==> config.mk <==
export PLATFORM = sky130hd
export DESIGN_NAME = rcdl_top
export DESIGN_NICKNAME = d
export VERILOG_FILES = /design/src/pkg/rcdl_pkg.sv /design/src/verilog/rcdl_cal_ctrl.sv /design/src/verilog/rcdl_top.sv
export SDC_FILE = /design/constraint.sdc
export NUM_CORES = 1
export LEC_CHECK = 0
export BUFFER_PORTS_ARGS = -buffer_cell sky130_fd_sc_hd__buf_2
export CAP_MARGIN = 20
export CORE_MARGIN = 8
export CORE_UTILIZATION = 50
export DETAILED_ROUTE_END_ITERATION = 6
export PLACE_DENSITY = 0.82
export SETUP_SLACK_MARGIN = 0.3
export SLEW_MARGIN = 0
export SYNTH_ARGS = -nofsm -noshare
export SYNTH_HDL_FRONTEND = slang
export SYNTH_SLANG_ARGS = --single-unit
==> constraint.sdc <==
create_clock -name REF_CLK_I -period 2.8 [get_ports REF_CLK_I]
set_clock_uncertainty 0.1 [all_clocks]
set_input_delay 0.56 -clock REF_CLK_I [delete_from_list [all_inputs] [get_ports REF_CLK_I]]
set_output_delay 0.56 -clock REF_CLK_I [all_outputs]
set_load 0.02 [all_outputs]
==> src/pkg/rcdl_pkg.sv <==
// Package: register map, field layout, reset values and types of the radio cal/loop config bank
package rcdl_pkg;
  // Register byte addresses
  localparam logic [15:0] ADDR_CAL_POLICY = 16'hDF14;
  localparam logic [15:0] ADDR_FOC_CFG = 16'hDF15;
  localparam logic [15:0] ADDR_BS_CFG = 16'hDF16;
  // Reset values
  localparam logic [7:0] RST_CAL_POLICY = 8'h04;
  localparam logic [7:0] RST_FOC_CFG = 8'h76;
  localparam logic [7:0] RST_BS_CFG = 8'h6C;
  // Writable bit masks; unused upper bits read zero
  localparam logic [7:0] MASK_CAL_POLICY = 8'h3F;
  localparam logic [7:0] MASK_FOC_CFG = 8'h7F;
  localparam logic [7:0] MASK_BS_CFG = 8'hFF;
  // Field positions
  localparam int CAL_MODE_LSB = 4;
  localparam int GATE_BIT = 5;
  localparam int FOC_PRE_LSB = 3;
  localparam int FOC_POST_BIT = 2;
  localparam int FOC_LIM_LSB = 0;
  localparam int KI_PRE_LSB = 6;
  localparam int KP_PRE_LSB = 4;
  localparam int KI_POST_BIT = 3;
  localparam int KP_POST_BIT = 2;
  localparam int RATE_LIM_LSB = 0;
  // Return counter wrap value for every-fourth mode
  localparam logic [1:0] RETURN_WRAP = 2'h3;

  // Calibration policy modes
  typedef enum logic [1:0] {
    CAL_NEVER = 2'h0,
    CAL_ON_START = 2'h1,
    CAL_ON_RETURN = 2'h2,
    CAL_EVERY_FOURTH = 2'h3
  } rcdl_cal_mode_e;

  // Register bus request
  typedef struct packed {
    logic [15:0] addr;
    logic [7:0] wdata;
    logic wr;
    logic rd;
  } rcdl_bus_s;

  // Radio state-machine events
  typedef struct packed {
    logic idle_to_active;
    logic auto_return_idle;
    logic manual_cal;
  } rcdl_radio_ev_s;

  // Loop gain selections to the demodulator; gains in halves of the base gain
  typedef struct packed {
    logic freeze;
    logic [3:0] foc_gain_half;
    logic [1:0] freq_offset_saturation;
    logic [3:0] ki_gain_half;
    logic [3:0] kp_gain_half;
    logic [1:0] rate_limit;
  } rcdl_loop_s;
endpackage

==> src/verilog/rcdl_cal_ctrl.sv <==
// Calibration trigger decision from the calibration mode and radio events
`timescale 1ns/100ps
`default_nettype none
module rcdl_cal_ctrl (
  input wire logic clk_i,
  input wire logic rst_i,
  input wire logic [1:0] mode_i,
  input wire rcdl_pkg::rcdl_radio_ev_s ev_i,
  output logic cal_o,
  output logic [1:0] count_o
);
  logic [1:0] cnt_reg;
  logic [1:0] cnt_next;
  logic cal_reg;
  logic cal_next;

  // Next-state decision for trigger and return counter
  always_comb begin
    cnt_next = cnt_reg;
    cal_next = ev_i.manual_cal;
    case (rcdl_pkg::rcdl_cal_mode_e'(mode_i))
      // [RL1] Manual strobe only
      rcdl_pkg::CAL_NEVER: begin
        cal_next = ev_i.manual_cal;
      end
      // [RL2] Calibrate on start
      rcdl_pkg::CAL_ON_START: begin
        cal_next = ev_i.manual_cal | ev_i.idle_to_active;
      end
      // [RL3] Calibrate on return
      rcdl_pkg::CAL_ON_RETURN: begin
        cal_next = ev_i.manual_cal | ev_i.auto_return_idle;
      end
      // [RL4] Every fourth return
      rcdl_pkg::CAL_EVERY_FOURTH: begin
        if (ev_i.auto_return_idle) begin
          cnt_next = cnt_reg + 2'h1;
          cal_next = ev_i.manual_cal | (cnt_reg == rcdl_pkg::RETURN_WRAP);
        end
      end
      default: begin
        cal_next = ev_i.manual_cal;
      end
    endcase
  end

  // Register trigger and counter
  always_ff @(posedge clk_i or posedge rst_i) begin
    if (rst_i) begin
      cnt_reg <= 2'h0;
      cal_reg <= 1'b0;
    end else begin
      cnt_reg <= cnt_next;
      cal_reg <= cal_next;
    end
  end

  assign cal_o = cal_reg;
  assign count_o = cnt_reg;

  // [RL4] Fourth return fires
  property p_fourth_return;
    @(posedge clk_i) disable iff (rst_i)
      (mode_i == 2'h3 && ev_i.auto_return_idle && cnt_reg == 2'h3) |=> cal_reg;
  endproperty
  a_fourth_return: assert property (p_fourth_return) else $error("fourth return missed"); // [RL4]

  // [RL1] No auto calibration
  property p_never_auto;
    @(posedge clk_i) disable iff (rst_i)
      (mode_i == 2'h0 && !ev_i.manual_cal) |=> !cal_reg;
  endproperty
  a_never_auto: assert property (p_never_auto) else $error("auto cal in never mode"); // [RL1]
endmodule
`default_nettype wire

==> src/verilog/rcdl_top.sv <==
// Top: calibration-policy and demodulator loop configuration register bank
//
// Functional notes
// [RL1] Mode 00: calibrate only on the manual calibrate strobe.
// [RL2] Mode 01: calibrate on each idle to receive, transmit or synth-on.
// [RL3] Mode 10: calibrate on each automatic return to idle.
// [RL4] Mode 11: calibrate on every fourth automatic return, modulo-four count.
// [RL5] Software writes reserved low nibble 0100; reset value is 0100.
// [RL6] Software writes zero to reserved bit 6; it resets to one.
// [RL7] Gate bit set: both loops frozen until carrier sense goes high.
// [RL8] Pre-sync frequency gain: 00 K, 01 2K, 10 3K, 11 4K.
// [RL9] Post-sync frequency gain: 0 keeps pre-sync, 1 gives K/2.
// [RL10] Frequency limit: 00 off, 01 BW/8, 10 BW/4, 11 BW/2.
// [RL11] Pre-sync integral gain: 00 Ki up to 11 4Ki.
// [RL12] Pre-sync proportional gain: 00 Kp up to 11 4Kp.
// [RL13] Post-sync integral gain: 0 keeps pre-sync, 1 gives Ki/2.
// [RL14] Post-sync proportional gain: 0 keeps pre-sync, 1 gives Kp.
// [RL15] Rate limit: 00 off, 01 3.125%, 10 6.25%, 11 12.5%.
// [RL16] Unused upper bits read zero and ignore writes.
//
// Local design decision: the strobed register port.
`timescale 1ns/100ps
`default_nettype none
module rcdl_top (
  input wire logic REF_CLK_I,
  input wire logic SYS_RST_I,
  input wire logic [15:0] REG_ADDR_I,
  input wire logic [7:0] REG_WDATA_I,
  input wire logic REG_WR_I,
  input wire logic REG_RD_I,
  output logic [7:0] REG_RDATA_O,
  input wire logic IDLE_TO_ACTIVE_I,
  input wire logic AUTO_RETURN_IDLE_I,
  input wire logic MANUAL_CALIBRATE_STROBE_I,
  input wire logic CARRIER_SENSE_I,
  input wire logic SYNC_FOUND_I,
  output logic CAL_START_O,
  output logic [1:0] RETURN_COUNT_O,
  output rcdl_pkg::rcdl_loop_s LOOP_CFG_O
);
  rcdl_pkg::rcdl_bus_s bus;
  rcdl_pkg::rcdl_radio_ev_s ev;
  logic [7:0] cal_reg;
  logic [7:0] cal_next;
  logic [7:0] foc_reg;
  logic [7:0] foc_next;
  logic [7:0] bs_reg;
  logic [7:0] bs_next;
  logic [7:0] rdata_reg;
  logic [7:0] rdata_next;
  logic cs_meta_reg;
  logic cs_sync_reg;
  rcdl_pkg::rcdl_loop_s loop_reg;
  rcdl_pkg::rcdl_loop_s loop_next;
  logic cal_start;
  logic [1:0] ret_count;

  // Pre-sync gain in halves: code n gives (n+1) times base
  function automatic logic [3:0] pre_half(input logic [1:0] code);
    pre_half = {1'b0, code, 1'b0} + 4'h2;
  endfunction

  // Post-sync gain: keep pre-sync or use alternate value
  function automatic logic [3:0] post_half(input logic sel, input logic [1:0] code, input logic [3:0] alt);
    post_half = sel ? alt : pre_half(code);
  endfunction

  // Bus and event grouping
  assign bus = '{addr: REG_ADDR_I, wdata: REG_WDATA_I, wr: REG_WR_I, rd: REG_RD_I};
  assign ev = '{idle_to_active: IDLE_TO_ACTIVE_I, auto_return_idle: AUTO_RETURN_IDLE_I,
                manual_cal: MANUAL_CALIBRATE_STROBE_I};

  // Register write and read decode
  always_comb begin
    cal_next = cal_reg;
    foc_next = foc_reg;
    bs_next = bs_reg;
    rdata_next = 8'h00;
    // [RL16] Mask unused bits
    if (bus.wr) begin
      case (bus.addr)
        rcdl_pkg::ADDR_CAL_POLICY: cal_next = bus.wdata & rcdl_pkg::MASK_CAL_POLICY;
        rcdl_pkg::ADDR_FOC_CFG: foc_next = bus.wdata & rcdl_pkg::MASK_FOC_CFG;
        rcdl_pkg::ADDR_BS_CFG: bs_next = bus.wdata & rcdl_pkg::MASK_BS_CFG;
        default: cal_next = cal_reg;
      endcase
    end
    if (bus.rd) begin
      case (bus.addr)
        rcdl_pkg::ADDR_CAL_POLICY: rdata_next = cal_reg;
        rcdl_pkg::ADDR_FOC_CFG: rdata_next = foc_reg;
        rcdl_pkg::ADDR_BS_CFG: rdata_next = bs_reg;
        default: rdata_next = 8'h00;
      endcase
    end
  end

  // Register storage; reserved bits keep reset values until written
  always_ff @(posedge REF_CLK_I or posedge SYS_RST_I) begin
    if (SYS_RST_I) begin
      cal_reg <= rcdl_pkg::RST_CAL_POLICY;
      foc_reg <= rcdl_pkg::RST_FOC_CFG;
      bs_reg <= rcdl_pkg::RST_BS_CFG;
      rdata_reg <= 8'h00;
    end else begin
      cal_reg <= cal_next;
      foc_reg <= foc_next;
      bs_reg <= bs_next;
      rdata_reg <= rdata_next;
    end
  end

  // Carrier sense synchroniser
  always_ff @(posedge REF_CLK_I or posedge SYS_RST_I) begin
    if (SYS_RST_I) begin
      cs_meta_reg <= 1'b0;
      cs_sync_reg <= 1'b0;
    end else begin
      cs_meta_reg <= CARRIER_SENSE_I;
      cs_sync_reg <= cs_meta_reg;
    end
  end

  // Loop selections to the demodulator
  always_comb begin
    // [RL7] Freeze until carrier
    loop_next.freeze = foc_reg[rcdl_pkg::GATE_BIT] & ~cs_sync_reg;
    // [RL8] [RL9] Frequency gain select
    loop_next.foc_gain_half = SYNC_FOUND_I ?
      post_half(foc_reg[rcdl_pkg::FOC_POST_BIT], foc_reg[rcdl_pkg::FOC_PRE_LSB +: 2], 4'h1) :
      pre_half(foc_reg[rcdl_pkg::FOC_PRE_LSB +: 2]);
    // [RL10] Frequency limit select
    loop_next.freq_offset_saturation = foc_reg[rcdl_pkg::FOC_LIM_LSB +: 2];
    // [RL11] [RL13] Integral gain select
    loop_next.ki_gain_half = SYNC_FOUND_I ?
      post_half(bs_reg[rcdl_pkg::KI_POST_BIT], bs_reg[rcdl_pkg::KI_PRE_LSB +: 2], 4'h1) :
      pre_half(bs_reg[rcdl_pkg::KI_PRE_LSB +: 2]);
    // [RL12] [RL14] Proportional gain select
    loop_next.kp_gain_half = SYNC_FOUND_I ?
      post_half(bs_reg[rcdl_pkg::KP_POST_BIT], bs_reg[rcdl_pkg::KP_PRE_LSB +: 2], 4'h2) :
      pre_half(bs_reg[rcdl_pkg::KP_PRE_LSB +: 2]);
    // [RL15] Rate limit select
    loop_next.rate_limit = bs_reg[rcdl_pkg::RATE_LIM_LSB +: 2];
  end

  // Loop selection register
  always_ff @(posedge REF_CLK_I or posedge SYS_RST_I) begin
    if (SYS_RST_I) begin
      loop_reg <= '0;
    end else begin
      loop_reg <= loop_next;
    end
  end

  // Calibration trigger logic
  rcdl_cal_ctrl u_cal (
    .clk_i(REF_CLK_I),
    .rst_i(SYS_RST_I),
    .mode_i(cal_reg[rcdl_pkg::CAL_MODE_LSB +: 2]),
    .ev_i(ev),
    .cal_o(cal_start),
    .count_o(ret_count)
  );

  assign REG_RDATA_O = rdata_reg;
  assign CAL_START_O = cal_start;
  assign RETURN_COUNT_O = ret_count;
  assign LOOP_CFG_O = loop_reg;

  // [RL16] Upper bits stay zero
  property p_upper_zero;
    @(posedge REF_CLK_I) disable iff (SYS_RST_I)
      (REG_RD_I && REG_ADDR_I == 16'hDF14) |=> REG_RDATA_O[7:6] == 2'h0;
  endproperty
  a_upper_zero: assert property (p_upper_zero) else $error("unused bits read nonzero"); // [RL16]

  // [RL7] Frozen while gated
  property p_freeze;
    @(posedge REF_CLK_I) disable iff (SYS_RST_I)
      (!SYS_RST_I && foc_reg[rcdl_pkg::GATE_BIT] && !cs_sync_reg) |=> LOOP_CFG_O.freeze;
  endproperty
  a_freeze: assert property (p_freeze) else $error("loops not frozen"); // [RL7]

  // [RL2] Start calibration
  property p_start_cal;
    @(posedge REF_CLK_I) disable iff (SYS_RST_I)
      (cal_reg[5:4] == 2'h1 && IDLE_TO_ACTIVE_I) |=> CAL_START_O;
  endproperty
  a_start_cal: assert property (p_start_cal) else $error("start cal missed"); // [RL2]

  // [RL3] Return calibration
  property p_return_cal;
    @(posedge REF_CLK_I) disable iff (SYS_RST_I)
      (cal_reg[5:4] == 2'h2 && AUTO_RETURN_IDLE_I) |=> CAL_START_O;
  endproperty
  a_return_cal: assert property (p_return_cal) else $error("return cal missed"); // [RL3]

  // [RL9] Post-sync half gain
  property p_foc_post;
    @(posedge REF_CLK_I) disable iff (SYS_RST_I)
      (SYNC_FOUND_I && foc_reg[2]) |=> LOOP_CFG_O.foc_gain_half == 4'h1;
  endproperty
  a_foc_post: assert property (p_foc_post) else $error("post-sync freq gain wrong"); // [RL9]

  // [RL8] Pre-sync gain
  property p_foc_pre;
    @(posedge REF_CLK_I) disable iff (SYS_RST_I)
      (!SYNC_FOUND_I && foc_reg[4:3] == 2'h3) |=> LOOP_CFG_O.foc_gain_half == 4'h8;
  endproperty
  a_foc_pre: assert property (p_foc_pre) else $error("pre-sync freq gain wrong"); // [RL8]

  // [RL13] Post-sync integral
  property p_ki_post;
    @(posedge REF_CLK_I) disable iff (SYS_RST_I)
      (SYNC_FOUND_I && bs_reg[3]) |=> LOOP_CFG_O.ki_gain_half == 4'h1;
  endproperty
  a_ki_post: assert property (p_ki_post) else $error("post-sync integral gain wrong"); // [RL13]

  // [RL15] Rate limit follows
  property p_rate_lim;
    @(posedge REF_CLK_I) disable iff (SYS_RST_I)
      !SYS_RST_I |=> LOOP_CFG_O.rate_limit == $past(bs_reg[1:0]);
  endproperty
  a_rate_lim: assert property (p_rate_lim) else $error("rate limit mismatch"); // [RL15]

  // [RL10] Frequency limit follows
  property p_freq_offset_saturation;
    @(posedge REF_CLK_I) disable iff (SYS_RST_I)
      !SYS_RST_I |=> LOOP_CFG_O.freq_offset_saturation == $past(foc_reg[1:0]);
  endproperty
  a_freq_offset_saturation: assert property (p_freq_offset_saturation) else $error("frequency limit mismatch"); // [RL10]

  // [RL11] Pre-sync integral base
  property p_ki_pre;
    @(posedge REF_CLK_I) disable iff (SYS_RST_I)
      (!SYNC_FOUND_I && bs_reg[7:6] == 2'h0) |=> LOOP_CFG_O.ki_gain_half == 4'h2;
  endproperty
  a_ki_pre: assert property (p_ki_pre) else $error("pre-sync integral gain wrong"); // [RL11]

  // [RL12] Pre-sync proportional double
  property p_kp_pre;
    @(posedge REF_CLK_I) disable iff (SYS_RST_I)
      (!SYNC_FOUND_I && bs_reg[5:4] == 2'h1) |=> LOOP_CFG_O.kp_gain_half == 4'h4;
  endproperty
  a_kp_pre: assert property (p_kp_pre) else $error("pre-sync proportional gain wrong"); // [RL12]

  // [RL14] Post-sync proportional gain
  property p_kp_post;
    @(posedge REF_CLK_I) disable iff (SYS_RST_I)
      (SYNC_FOUND_I && bs_reg[2]) |=> LOOP_CFG_O.kp_gain_half == 4'h2;
  endproperty
  a_kp_post: assert property (p_kp_post) else $error("post-sync proportional gain wrong"); // [RL14]

  // [RL16] Masked frequency write
  property p_foc_mask;
    @(posedge REF_CLK_I) disable iff (SYS_RST_I)
      (REG_WR_I && REG_ADDR_I == rcdl_pkg::ADDR_FOC_CFG) |=> foc_reg == {1'b0, $past(REG_WDATA_I[6:0])};
  endproperty
  a_foc_mask: assert property (p_foc_mask) else $error("frequency register write wrong"); // [RL16]
endmodule
`default_nettype wire

Word level (Yosys, flattened, before mapping)
Cells that the tools add are included.
- logic and storage cells: 45
- output and inout port bits: 28
- register bits after elaboration: 51
- add/sub/neg operators: 4
- equality and inequality tests: 7
- mux-type cells: 10
- reduce and logical (&&, ||, !) cells: 5
- bitwise gates (word level): 5
- operators by type and width (kind ; number):
    $eq 16x16->1 const B ; 3
    $mux 4 ; 6
    $pmux 8 s3 ; 1
    $add 3x2->4 const B ; 3
    $mux 8 ; 1
    $reduce_and 2->1 ; 4
    $eq 2x2->1 const B ; 3
    $pmux 1 s4 ; 1
    $or 1x1->1 ; 3
    $add 2x1->2 const B ; 1
    $eq 2x1->1 const B ; 1
    $logic_not 2->1 ; 1
    $and 1x1->1 ; 1
    $mux 1 ; 1
    $not 1->1 ; 1

Logic depth before layout (Yosys ltp)
- depth after elaboration: 4
- depth in mapped cells: 5

Modules after synthesis
From an unflattened synthesis, not the netlist that was laid out.
- cell total of the unflattened synthesis: 151
- area, all modules: 2050.7 um^2
- by module, submodules not included (module ; times used ; area an instance (um^2) ; cells an instance):
    rcdl_top ; 1 ; 1850.5 ; 131
    rcdl_cal_ctrl ; 1 ; 200.2 ; 20

Worst setup path after synthesis
No wires, ideal clock.
- path kind: input -> register
- start: input port REG_ADDR_I[13]
- end: register cal_reg[0]
- arrival: 1623 ps
- setup slack: 952 ps
- path buffers: 0
- library setup time: 125 ps
- stages on the path: 4
- cell sequence: nand4b_1 -> nor4_4 -> nand2_1 -> mux2_2
- cells in the longest elaborated chain, start to end: 2
- ends and longest elaborated chain (element ; RTL line ; text):
    start: declaration ; rcdl_top.sv:27 ; input wire logic [15:0] REG_ADDR_I,
    $eq 16x16->1 ; rcdl_top.sv:81 ; case (bus.addr)
    $reduce_and 2->1 (no line) ; - ;
    end signal: assignment ; rcdl_top.sv:101 ; cal_reg <= rcdl_pkg::RST_CAL_POLICY;
    end signal: assignment ; rcdl_top.sv:106 ; cal_reg <= cal_next;
    end: declaration ; rcdl_top.sv:43 ; logic [7:0] cal_reg;
No other way between the ends.
A chain may end at the register's enable or synchronous reset.

Worst setup path after layout
Ends and elaborated chain as after synthesis.

==> metrics.yaml <==
sta:
  unrepaired_setup_endpoints_after_global_routing: "no"
  portion_of_the_clock_cycle_consumed_by_the_worst_path_in_the_final_layout: 0.650
  timing.hold.ws_ps: 142
  fin_crit_ps: 1820
  max_clock_freq_mhz: 550
  hold_viol_final: 0
  timing.max_slew.rel_slack: 0.627
  final_max_slew_viol_count: 0
  setup_total_neg_slack_ps: 0
  worstMarginPinSlew_ps: 558
  fin_ws_ps: 981
  setup-violations-final: 0
placed_design:
  dp_hpwl_um: 3030
  weighted_congestion_reported_at_the_end_of_routability_driven_placement: 0.749
  place_ws_ps: 672
  portBuffers: 59
synthesis:
  synth.area.top_cells: "sky130_fd_sc_hd__dfrtp_1, sky130_fd_sc_hd__dfstp_2, sky130_fd_sc_hd__mux2_2"
  synth-async-reset-ratio: 1.00
  netlist_instances: 149
  post-synth-top-count-cell: "sky130_fd_sc_hd__dfrtp_1"
  synth.net_count: 189
  avgSynthCellArea_sq_um: 13.5
  synthesis.area_sq_um: 2020
  synth_edf_count: 0
  post_synth_xor_xnor_area: 0.00435
  ys_dominant_reg_cell: "sky130_fd_sc_hd__dfrtp_1"
  synthDominantAreaCellType: "sky130_fd_sc_hd__dfrtp_1"
  yosysSeqAreaShare: 0.627
  area_fraction_in_and_or_nand_and_nor_cells_after_synthesis: 0.117
  synth_top_cell_area_share: 0.497
  ys.warnings.count: 0
  largest_family_of_logic_cells_by_synthesized_area: "multiplexers"
  synth.distinct_cells: 27
  proportion_of_synthesized_area_in_mux_cells: 0.153
  synth.cells.most_frequent: "sky130_fd_sc_hd__dfrtp_1, sky130_fd_sc_hd__mux2_2, sky130_fd_sc_hd__nor2_1, sky130_fd_sc_hd__dfstp_2"
  synth_fa_ha_area_frac: 0.0435
  synth_seq_cells: 50
  synth_area_in_compound_gates: 0.0335
cts:
  clock_tree_from_tritoncts: "done"
  clk_root_buffer_cell: "sky130_fd_sc_hd__clkbuf_8"
  worst_skew_pair.late_latency_ps: 300
  htree_num_levels: 2
  postCtsHoldBufs: 0
  clock_sinks: 50
  numCtsBuffers: 5
  post_cts_buffers: 0
  clockBufferDepth: 2
  clkTransAtPathRegs_ps: 80
  quantity_of_gates_resized_following_cts: 0
global_route:
  grtUsageMet3: 0.0439
  grt_antenna_before_repair: 0
  globalRouteMet1Util: 0.150
  grt_remaining_overflow: 0
  global_route.peak_usage_layer: "met2"
  grt.met2_usage: 0.219
  grt_first_pass_wirelength_um: 6420
  groute.usage.overall: 0.131
  grt_start_max_net_pins: 32
  vias_in_the_first_global_route: 1359
power:
  pwr_density_cell_nw_per_um2: 489
  switching_share: 0.209
  power.switching_w: 0.000250
  p_int_w: 0.000946
  leakage_nw: 1.29
  power_frac_seq: 0.606
  p_clk_frac: 0.347
  pwr-share-comb: 0.047
  ir_worst_vdd_mv: 0.314
drt:
  drt-total-wl_um: 3960
  via_count: 1312
  detail-route-antenna-nets: 0
  post_drt_wl_per_cell_um: 15.1
  drt-initial-drc-count: 58
  dr.pass1.iters: 4
  routed_via_density: 5.01
  drc_errors: 0
die:
  ioPinCount: 61
  die_height_um: 79.5
  die_w_um: 79.5
  start_util: 0.511
  design.core.area_sq_um: 3940
  die_area_sq_um: 6320
  rows: 23
setup_path:
  timing.critical_path.to: "cal_reg[0]"
  critical_path_peak_fanout: 6
  worst-setup-path-type: "in -> reg"
  worst_r2r_startpoint: "cal_reg[4]"
  reg2reg_depth: 5
  worst_ep_arrival_time_ps: 1900
  end_kind: "register"
  r2r_setup_slack_ps: 1330
  crit_path_from: "REG_ADDR_I[13]"
  critical_path_required_ps: 2890
  worst_setup_path_start_kind: "input pin"
  crit-reg2reg-capture: "u_cal.cal_o"
status:
  status: "complete, no violations"
job:
  maxCapViolations: 0
cells_and_area:
  flow.area_growth_from_synthesis_pct: 21.4
  layout.core_utilization: 0.621
  diodes: 0
  post_route_cells_drive_above_1_share: 0.486
  largest_register_ffs: 16
  nNetsFinal: 251
hold_path:
  worst_hold_path_type: "in -> async"
==> stage by stage <==
| step | cells | total power [W] | cell area, sq um |
|---|---|---|---|
| after floorplan | 149 | 0.000766 | 2020 |
| after global placement | 254 | 0.000795 | 2360 |
| after detailed placement | 254 | 0.000796 | 2360 |
| after CTS | 262 | 0.00122 | 2450 |
| after global routing | 262 | 0.00125 | 2450 |
| final | 262 | 0.00120 | 2450 |
==> logic make-up after synthesis <==
family	after synthesis
AO/OA/AOI/OAI	11
XOR/XNOR	1
adder cells (fa/ha/maj)	7
buffers and inverters	9
flip-flops	50
multiplexers	28
other	1
AND/OR/NAND/NOR	42
==> critical path: stages <==
cell and delay, ps:
sky130_fd_sc_hd__buf_2 90, sky130_fd_sc_hd__nand4b_1 230, sky130_fd_sc_hd__nor4_4 420, sky130_fd_sc_hd__nand2_1 260, sky130_fd_sc_hd__mux2_2 340
==> cell type report <==
type / count / area (sq um)
Clock inverter: 1 / 5.00
Sequential cell: 50 / 1260
Inverter: 4 / 15.0
Timing Repair Buffer: 60 / 303
Multi-Input combinational cell: 90 / 712
Tap cell: 50 / 62.6
Fill cell: 314 / 1500
Clock buffer: 7 / 86.3
==> worst min-delay path by stage <==
| stage | from | to | slack [ps] | cells after the start |
|---|---|---|---|---|
| after floorplan | cs_meta_reg | cs_sync_reg | 230 | 0 |
| after global placement | cs_meta_reg | cs_sync_reg | 230 | 0 |
| after detailed placement | cs_meta_reg | cs_sync_reg | 240 | 0 |
| after CTS | SYS_RST_I | LOOP_CFG_O[13] | 150 | 2 |
| after global routing | SYS_RST_I | LOOP_CFG_O[6] | 170 | 2 |
| final | SYS_RST_I | REG_RDATA_O[4] | 140 | 2 |
==> layer usage <==
layer / vias to the layer above / part of all wire
li1: 627 / -
met1: 647 / 0.41
met2: 32 / 0.51
met3: 6 / 0.067
met4: 0 / 0.015
met5: - / 0
==> cell usage in the layout (no fill, tap or decap), types with 2 or more instances in the layout <==
cell,instances
sky130_fd_sc_hd__nand2_2,2
sky130_fd_sc_hd__nor2_1,17
sky130_fd_sc_hd__nand4b_1,2
sky130_fd_sc_hd__nand3b_1,2
sky130_fd_sc_hd__inv_1,3
sky130_fd_sc_hd__dfstp_2,10
sky130_fd_sc_hd__dfrtp_1,40
sky130_fd_sc_hd__nand2_1,5
sky130_fd_sc_hd__ha_1,7
sky130_fd_sc_hd__nor2b_1,7
sky130_fd_sc_hd__clkbuf_8,6
sky130_fd_sc_hd__mux2_2,22
sky130_fd_sc_hd__mux2i_1,6
sky130_fd_sc_hd__buf_2,59
sky130_fd_sc_hd__a21oi_1,6
sky130_fd_sc_hd__and2_1,4
==> power by group through the flow <==
stage / registers [W] / clock network [W] / logic, W
detailed placement: 0.000739 / 0 / 0.0000572
global route: 0.000726 / 0.000465 / 0.0000639
floorplan: 0.000740 / 0 / 0.0000265
finish: 0.000725 / 0.000415 / 0.0000564
global placement: 0.000739 / 0 / 0.0000559
CTS: 0.000725 / 0.000433 / 0.0000575
Note: power is estimated with default switching activity, not from simulation.
